[config.mk]
export PLATFORM = sky130hd
export DESIGN_NAME = daq_command_register
export DESIGN_NICKNAME = d
export VERILOG_FILES = /design/src/daq_cmd_pkg.sv /design/src/daq_command_register.sv
export SDC_FILE = /design/constraint.sdc
export NUM_CORES = 1
export LEC_CHECK = 0
export BUFFER_PORTS_ARGS = -buffer_cell sky130_fd_sc_hd__buf_2
export CAP_MARGIN = 20
export CORE_MARGIN = 10
export CORE_UTILIZATION = 44
export CTS_CLUSTER_DIAMETER = 200
export DETAILED_ROUTE_END_ITERATION = 10
export PLACE_DENSITY = 0.74
export SLEW_MARGIN = 10
export SYNTH_ARGS = -nofsm -noshare
export SYNTH_HDL_FRONTEND = slang
export SYNTH_SLANG_ARGS = --single-unit
[constraint.sdc]
create_clock -name CORE_CLK -period 2.1 [get_ports CORE_CLK]
set_input_delay 0.42 -clock CORE_CLK [delete_from_list [all_inputs] [get_ports CORE_CLK]]
set_output_delay 0.42 -clock CORE_CLK [all_outputs]
set_load 0.02 [all_outputs]
[src/daq_cmd_pkg.sv]
`default_nettype none
package daq_cmd_pkg;
  // ----------------------------------------
  // Register map
  // ----------------------------------------
  localparam int ADDR_W = 5;
  localparam logic [4:0] CMD_ONE_OFFSET = 5'h00;
  localparam int DATA_W = 16;
  localparam int CAL_DAC_W = 8;
  localparam logic [1:0] DAC_LOAD_NONE = 2'h0;
  localparam logic [3:0] RESERVED_ZERO = 4'h0;

  // Field layout of the command register, bit 15 first
  typedef struct packed {
    logic cal_memory_select;
    logic serial_data_bit;
    logic serial_clock;
    logic sequence_by_counter;
    logic dither_enable;
    logic conversion_inhibit;
    logic retrigger_block;
    logic acquisition_enable;
    logic multi_channel_enable;
    logic interval_scan_select;
    logic wide_count_select;
    logic bus_trigger_select;
    logic [3:0] reserved;
  } cmd_t;

  typedef enum logic [0:0] {ACQ_IDLE, ACQ_RUNNING} acq_state_t;
endpackage
`default_nettype wire

[src/daq_command_register.sv]
// Notes on behaviour
// - No reset value; contents survive board reset, software initialises.
// - Bit 15 drives the calibration memory chip select while set.
// - Bit 14 is the serial data bit shared by memory and both DACs.
// - Rising bit 13 shifts data into DACs, and memory only when selected.
// - DACs always shift but outputs change only on their own load strobe.
// - Bit 12 set: counter 1 steps the sequence; clear: every conversion.
// - Bit 11 enables about half an LSB of dither noise.
// - Bit 10 set suppresses every A/D conversion.
// - Bit 9 set: trigger refused until in-progress flag is acknowledged.
// - Bit 8 enables acquisition; clear ignores both trigger sources.
// - Bit 7 with acquisition enabled scans channels from config memory.
// - Scan clock output enabled only while bit 7 is set.
// - Bit 6 set with bits 7 and 8: one sequence per scan interval; clear: back to back.
// - Bit 5 clear: 16-bit count; set: counters 4 and 5 cascaded.
// - Bit 4 set: bus trigger only; local start and external ignored.
`default_nettype none
module daq_command_register #(
  parameter int DAC_W = daq_cmd_pkg::CAL_DAC_W
) (
  input wire logic CORE_CLK,
  input wire logic RSTN,
  input wire logic WR_EN,
  input wire logic [daq_cmd_pkg::ADDR_W-1:0] WR_ADDR,
  input wire logic [daq_cmd_pkg::DATA_W-1:0] WR_DATA,
  input wire logic [1:0] CAL_DAC_LOAD,
  input wire logic START_STROBE,
  input wire logic EXTERNAL_TRIGGER_IN_N,
  input wire logic BUS_TRIGGER_IN,
  input wire logic SEQUENCE_DONE,
  input wire logic PROGRESS_ACK,
  input wire logic CONVERT_REQ,
  output logic CAL_MEMORY_SELECT,
  output logic SERIAL_DATA_BIT,
  output logic SERIAL_CLOCK,
  output logic MEMORY_SHIFT_PULSE,
  output logic DAC_SHIFT_PULSE,
  output logic [DAC_W-1:0] CAL_DAC0_VALUE,
  output logic [DAC_W-1:0] CAL_DAC1_VALUE,
  output logic SEQUENCE_BY_COUNTER,
  output logic DITHER_ENABLE,
  output logic CONVERT_GO,
  output logic ACQ_TRIGGER,
  output logic ACQUISITION_IN_PROGRESS,
  output logic SCAN_ACTIVE,
  output logic SCAN_CLOCK_OUT_OE,
  output logic INTERVAL_SCAN,
  output logic WIDE_COUNT_SELECT
);
  // ----------------------------------------
  // Command register
  // ----------------------------------------
  daq_cmd_pkg::cmd_t cmd;
  daq_cmd_pkg::cmd_t wdata;
  logic hit;
  logic clk_rise;
  logic [DAC_W-1:0] dac_shift [2];

  assign wdata = daq_cmd_pkg::cmd_t'(WR_DATA);
  assign hit = WR_EN && (WR_ADDR == daq_cmd_pkg::CMD_ONE_OFFSET);
  assign clk_rise = hit && wdata.serial_clock && !cmd.serial_clock;

  // No reset on purpose: contents must survive a board reset
  always_ff @(posedge CORE_CLK) begin
    if (hit) begin
      cmd <= wdata;
    end
  end

  // ----------------------------------------
  // Serial calibration port
  // ----------------------------------------
  // Pins follow the stored bits one cycle after the write
  always_ff @(posedge CORE_CLK) begin
    CAL_MEMORY_SELECT <= cmd.cal_memory_select;
    SERIAL_DATA_BIT <= cmd.serial_data_bit;
    SERIAL_CLOCK <= cmd.serial_clock;
  end

  // Shift strobes, memory one gated by its select
  always_ff @(posedge CORE_CLK) begin
    if (!RSTN) begin
      DAC_SHIFT_PULSE <= 1'b0;
      MEMORY_SHIFT_PULSE <= 1'b0;
    end else begin
      DAC_SHIFT_PULSE <= clk_rise;
      MEMORY_SHIFT_PULSE <= clk_rise && wdata.cal_memory_select;
    end
  end

  // Per-DAC shift register and held output
  for (genvar d = 0; d < 2; d++) begin : g_dac
    always_ff @(posedge CORE_CLK) begin
      if (!RSTN) begin
        dac_shift[d] <= '0;
      end else if (clk_rise) begin
        dac_shift[d] <= {dac_shift[d][DAC_W-2:0], wdata.serial_data_bit};
      end
    end
  end

  // Outputs move only on the load strobe, never on shifting
  always_ff @(posedge CORE_CLK) begin
    if (!RSTN) begin
      CAL_DAC0_VALUE <= '0;
      CAL_DAC1_VALUE <= '0;
    end else begin
      if (CAL_DAC_LOAD[0]) begin
        CAL_DAC0_VALUE <= dac_shift[0];
      end
      if (CAL_DAC_LOAD[1]) begin
        CAL_DAC1_VALUE <= dac_shift[1];
      end
    end
  end

  // ----------------------------------------
  // Sequencer configuration
  // ----------------------------------------
  always_ff @(posedge CORE_CLK) begin
    SEQUENCE_BY_COUNTER <= cmd.sequence_by_counter;
    DITHER_ENABLE <= cmd.dither_enable;
    SCAN_ACTIVE <= cmd.multi_channel_enable
      && cmd.acquisition_enable;
    SCAN_CLOCK_OUT_OE <= cmd.multi_channel_enable;
    INTERVAL_SCAN <= cmd.interval_scan_select && cmd.multi_channel_enable
      && cmd.acquisition_enable;
    WIDE_COUNT_SELECT <= cmd.wide_count_select;
  end

  // Conversion gate; a held request is simply dropped
  always_ff @(posedge CORE_CLK) begin
    if (!RSTN) begin
      CONVERT_GO <= 1'b0;
    end else begin
      CONVERT_GO <= CONVERT_REQ && !cmd.conversion_inhibit;
    end
  end

  // ----------------------------------------
  // Trigger path
  // ----------------------------------------
  logic [1:0] ext_sync;
  logic [1:0] bus_sync;
  logic ext_last;
  logic bus_last;
  logic ext_fall;
  logic bus_rise;
  logic local_trig;
  logic trig_ok;
  daq_cmd_pkg::acq_state_t state;

  // Two-flop synchronisers on the connector pins
  always_ff @(posedge CORE_CLK) begin
    if (!RSTN) begin
      ext_sync <= 2'h3;
      bus_sync <= 2'h0;
      ext_last <= 1'b1;
      bus_last <= 1'b0;
    end else begin
      ext_sync <= {ext_sync[0], EXTERNAL_TRIGGER_IN_N};
      bus_sync <= {bus_sync[0], BUS_TRIGGER_IN};
      ext_last <= ext_sync[1];
      bus_last <= bus_sync[1];
    end
  end

  assign ext_fall = ext_last && !ext_sync[1];
  assign bus_rise = bus_sync[1] && !bus_last;
  assign local_trig = START_STROBE || ext_fall;
  // Refused while running, or while unacknowledged under retrigger block
  assign trig_ok = cmd.acquisition_enable
    && (cmd.bus_trigger_select ? bus_rise : local_trig)
    && (state == daq_cmd_pkg::ACQ_IDLE)
    && !(cmd.retrigger_block && ACQUISITION_IN_PROGRESS);

  // Run state: one sequence at a time
  always_ff @(posedge CORE_CLK) begin
    if (!RSTN) begin
      state <= daq_cmd_pkg::ACQ_IDLE;
    end else begin
      case (state)
        daq_cmd_pkg::ACQ_IDLE: begin
          if (trig_ok) begin
            state <= daq_cmd_pkg::ACQ_RUNNING;
          end
        end
        daq_cmd_pkg::ACQ_RUNNING: begin
          if (SEQUENCE_DONE) begin
            state <= daq_cmd_pkg::ACQ_IDLE;
          end
        end
        default: begin
          state <= daq_cmd_pkg::ACQ_IDLE;
        end
      endcase
    end
  end

  // Trigger pulse and in-progress flag; a new start beats the ack
  always_ff @(posedge CORE_CLK) begin
    if (!RSTN) begin
      ACQ_TRIGGER <= 1'b0;
      ACQUISITION_IN_PROGRESS <= 1'b0;
    end else begin
      ACQ_TRIGGER <= trig_ok;
      if (trig_ok) begin
        ACQUISITION_IN_PROGRESS <= 1'b1;
      end else if (PROGRESS_ACK) begin
        ACQUISITION_IN_PROGRESS <= 1'b0;
      end
    end
  end

  // ----------------------------------------
  // Checks
  // ----------------------------------------
  AST_SELECT_FOLLOWS: assert property (
    @(posedge CORE_CLK) disable iff (!RSTN)
    hit |-> ##2 CAL_MEMORY_SELECT == $past(WR_DATA[15], 2))
    else $error("memory select does not follow bit 15");
  AST_DATA_FOLLOWS: assert property (
    @(posedge CORE_CLK) disable iff (!RSTN)
    hit |-> ##2 SERIAL_DATA_BIT == $past(WR_DATA[14], 2))
    else $error("serial data does not follow bit 14");
  AST_MEM_GATED: assert property (
    @(posedge CORE_CLK) disable iff (!RSTN)
    MEMORY_SHIFT_PULSE |-> DAC_SHIFT_PULSE && $past(WR_DATA[15]))
    else $error("memory shifted while not selected");
  AST_DAC_HOLD: assert property (
    @(posedge CORE_CLK) disable iff (!RSTN)
    !$past(CAL_DAC_LOAD[0]) |-> $stable(CAL_DAC0_VALUE))
    else $error("DAC 0 output moved without load");
  AST_DAC1_HOLD: assert property (
    @(posedge CORE_CLK) disable iff (!RSTN)
    !$past(CAL_DAC_LOAD[1]) |-> $stable(CAL_DAC1_VALUE))
    else $error("DAC 1 output moved without load");
  AST_INHIBIT: assert property (
    @(posedge CORE_CLK) disable iff (!RSTN)
    CONVERT_GO |-> $past(CONVERT_REQ) && !$past(cmd.conversion_inhibit))
    else $error("conversion passed while inhibited");
  AST_RETRIG: assert property (
    @(posedge CORE_CLK) disable iff (!RSTN)
    ACQ_TRIGGER |-> !$past(ACQUISITION_IN_PROGRESS && cmd.retrigger_block))
    else $error("trigger taken before acknowledge");
  AST_ENABLE: assert property (
    @(posedge CORE_CLK) disable iff (!RSTN)
    ACQ_TRIGGER |-> $past(cmd.acquisition_enable))
    else $error("trigger while acquisition disabled");
  AST_SCAN_ACTIVE: assert property (
    @(posedge CORE_CLK) disable iff (!RSTN)
    hit |-> ##2 SCAN_ACTIVE == &$past(WR_DATA[8:7], 2))
    else $error("scan active does not follow bits 7 and 8");
  AST_SCAN_CLK: assert property (
    @(posedge CORE_CLK) disable iff (!RSTN)
    hit |-> ##2 SCAN_CLOCK_OUT_OE == $past(WR_DATA[7], 2))
    else $error("scan clock enable wrong");
  AST_BUS_ONLY: assert property (
    @(posedge CORE_CLK) disable iff (!RSTN)
    ACQ_TRIGGER && $past(cmd.bus_trigger_select) |-> $past(bus_rise))
    else $error("local trigger used in bus mode");
  AST_WIDE: assert property (
    @(posedge CORE_CLK) disable iff (!RSTN)
    hit |-> ##2 WIDE_COUNT_SELECT == $past(WR_DATA[5], 2))
    else $error("count width does not follow bit 5");

  COV_TRIGGER: cover property (@(posedge CORE_CLK) disable iff (!RSTN)
    ACQ_TRIGGER ##[1:50] SEQUENCE_DONE);
  COV_MEM_SHIFT: cover property (@(posedge CORE_CLK) disable iff (!RSTN)
    MEMORY_SHIFT_PULSE);
  COV_DAC_LOAD: cover property (@(posedge CORE_CLK) disable iff (!RSTN)
    DAC_SHIFT_PULSE ##[1:50] CAL_DAC_LOAD[1]);
endmodule
`default_nettype wire

==> metrics.txt <==
max-slew violation count 0; Cell Int Power between 1.5 and 2 mW; Pwr Density 941 nW/um^2; CP endpoint kind flop; drt via density roughly 4.8; post-CTS setup buffers 0; CP arrival around 1700 ps; number of global-route vias before repair between 1k and 1.5k; Core ar. between 4000 and 5000 sq um; GRT Util Overall ~11%; Syn Std Cell Area 1880 sq um; register bit count reported by yosys 57; final instance area 2460 sq um; slowest CP cell or4b_4; hold_buf cts 0; dpl hpwl ~3000 microns; area grow syn2layout 30.5%; share of the synthesized area in the top cell type 39.3%; leakage 1.10 nW; final non-filler cell total between 200 and 300; vias after detailed routing about 1.2k; WL final 3930 microns; Mapped Nets 163; Congestion Overflow GR 0; Mapped Avg Cell Area 14.4 sq um; synth top area cells dfxtp_1, edfxtp_1, mux2i_1; Worst Skew 6.40 ps; Max-slew headroom about 76%; HP Class in2reg; CP cell instances buf_2 -> or4b_4 -> nor4_4 -> nand2b_1 -> buf_12; Peak VDD IR between 0.3 and 0.4 mV; DRC viols 0; Die Wd roughly 85 microns; Placement Setup Slack 118 ps; root buffer cell clkbuf_8; CP Launch Type primary input; dpl cells ~240; area leader, netlist dfxtp_1; Worst path max stage delay roughly 570 ps; Cell Area, Placed ~2300 sq um; pin count of the biggest net entering global routing 20; DRT Pass-1 Iters 4; Fin. Hold Viols 0; # clock sinks 57; layout cells sized above 1 between 30% and 40%; gpl congestion approximately 0.73; CTS max path bufs 2; Logic pwr share under 10%; Final period util 78.5%; cell count after synthesis around 130; Largest delay share family, worst path simple AND/OR/NAND/NOR gates; initial antenna violation count 0; EDFF count, synth 20; Primary FF master, synth dfxtp_1; setup slack after layout around 450 ps; count leader, synth dfxtp_1; TNS Setup 0 ps; DIE AREA 7300 sq um; Iteration-0 DRC Markers 41; Worst Path Max Fanout 8; Routed Antenna Nets 0; Synth top cells by count dfxtp_1, edfxtp_1, mux2i_1, nor2b_1, and2_1; H-tree Lvls 3; WP data required 2150 ps; Net Sw Frac approximately 20%; NetSw around 0.47 mW; critical path start-end classification in2reg; Port Buffers between 50 and 60; Final setup viols 0; Max Fclk a little over 0.6 GHz; Die H 85.4 microns; Worst-Skew Late Latency 320 ps; Seq/Total Area, Yosys between 70 and 80%; total CTS buffers 9; clock network power share between 40 and 50%; RSZ-0062 raised after global routing false; global-route wire length before repair between 6000 and 7000 microns; post_cts resized 0; Fillers 340; worst path bufs/invs 2; diodes inserted 0; nets 230; warnings from Yosys 0; outcome complete, no violations; row cnt 23; Hold WS around 270 ps; Routed wire per std cell about 16 microns; Yosys cell types 18; effective utilization at floorplan a little under half; Sequential Power Share 51.2%; Worst Max-Slew Pin Slew 363 ps; CTS tree built; max-cap violations 0; Worst-path clk slew 60 ps; FFs w/ async S/R, synth 0%; minimum clock period between 1500 and 2000 ps; I/O pins slightly above 60
power groups by stage:
stage	registers [mW]	logic [mW]	clock network, mW
CTS	1.19	0.133	1.03
global placement	1.21	0.127	0
floorplan	1.23	0.0508	0
finish	1.19	0.130	1.00
detailed placement	1.21	0.133	0
global route	1.19	0.141	1.08
cells in the final DEF, fill, tap and decap left out:
cell type	synthesis	final
buf_2	0	57
dfxtp_1	37	37
edfxtp_1	20	20
mux2i_1	16	16
nor2b_1	16	16
and2_1	12	12
clkbuf_8	0	11
nand2b_1	7	7
and3_1	3	3
nand2_1	3	3
buf_4	0	3
nor4_4	2	2
nor2_1	2	2
o22ai_1	2	2
clkinv_2	0	2
clkbuf_1	5	2
or4b_4	1	1
nor3_2	0	1
nand3b_1	1	1
and3b_1	1	1
nand4b_1	1	1
a22o_1	1	1
bufinv_16	0	1
buf_12	0	1
cell families (layout without fill, tap and decap cells):
group,after synthesis,after routing,synth area share (%)
mux,16,16,8.50
compound gates,3,3,1.13
simple gates,50,50,18.2
flops,57,57,71.2
buf+inv,5,77,0.996
sequential cells by signal, summed over array words and instances, names as in the netlist, 2 cells and up:
register	count
dac_shift	8
CAL_DAC1_VALUE	8
ext_sync	2
CAL_DAC0_VALUE	8
cmd	12
bus_sync	2
metal layers:
metal	routed length, microns	global-route usage (%)	up-vias
met5	0	0	-
met4	51	8.53	0
met3	317	5.16	7
met2	2200	19.3	35
met1	1360	9.43	584
li1	-	-	585
worst register-to-register path: stages (launching register included):
cell and delay, ps:
edfxtp_1 410, nand2b_1 190, nor4_4 190, nand2b_1 190, buf_12 130
layout make-up:
class,instances,area (sq um),area share [%]
multi-input combinational,69,529,21.5
sequential,57,1340,54.5
tap,50,62.6,2.54
timing repair buffer,61,328,13.3
clock inverter,3,40.0,1.63
clock buffer,13,159,6.46
path summary, 6_finish.rpt:
path | startpoint | endpoint | slack, ps | cells past startpoint
worst max register to register | cmd[13] | dac_shift[0][5] | 700 | 4
worst min-delay path | WR_DATA[6] | cmd[6] | 270 | 1
worst max-delay path | WR_ADDR[1] | dac_shift[0][5] | 450 | 5
worst min register to register | cmd[14] | SERIAL_DATA_BIT | 340 | 0
stage by stage:
step	utilization, %	total power [mW]
global placement	55.3	1.33
global route	60.2	2.41
CTS	60.2	2.35
floorplan	-	1.28
detailed placement	55.3	1.34
finish	60.2	2.31
Note: power is estimated with default switching activity, not from simulation.
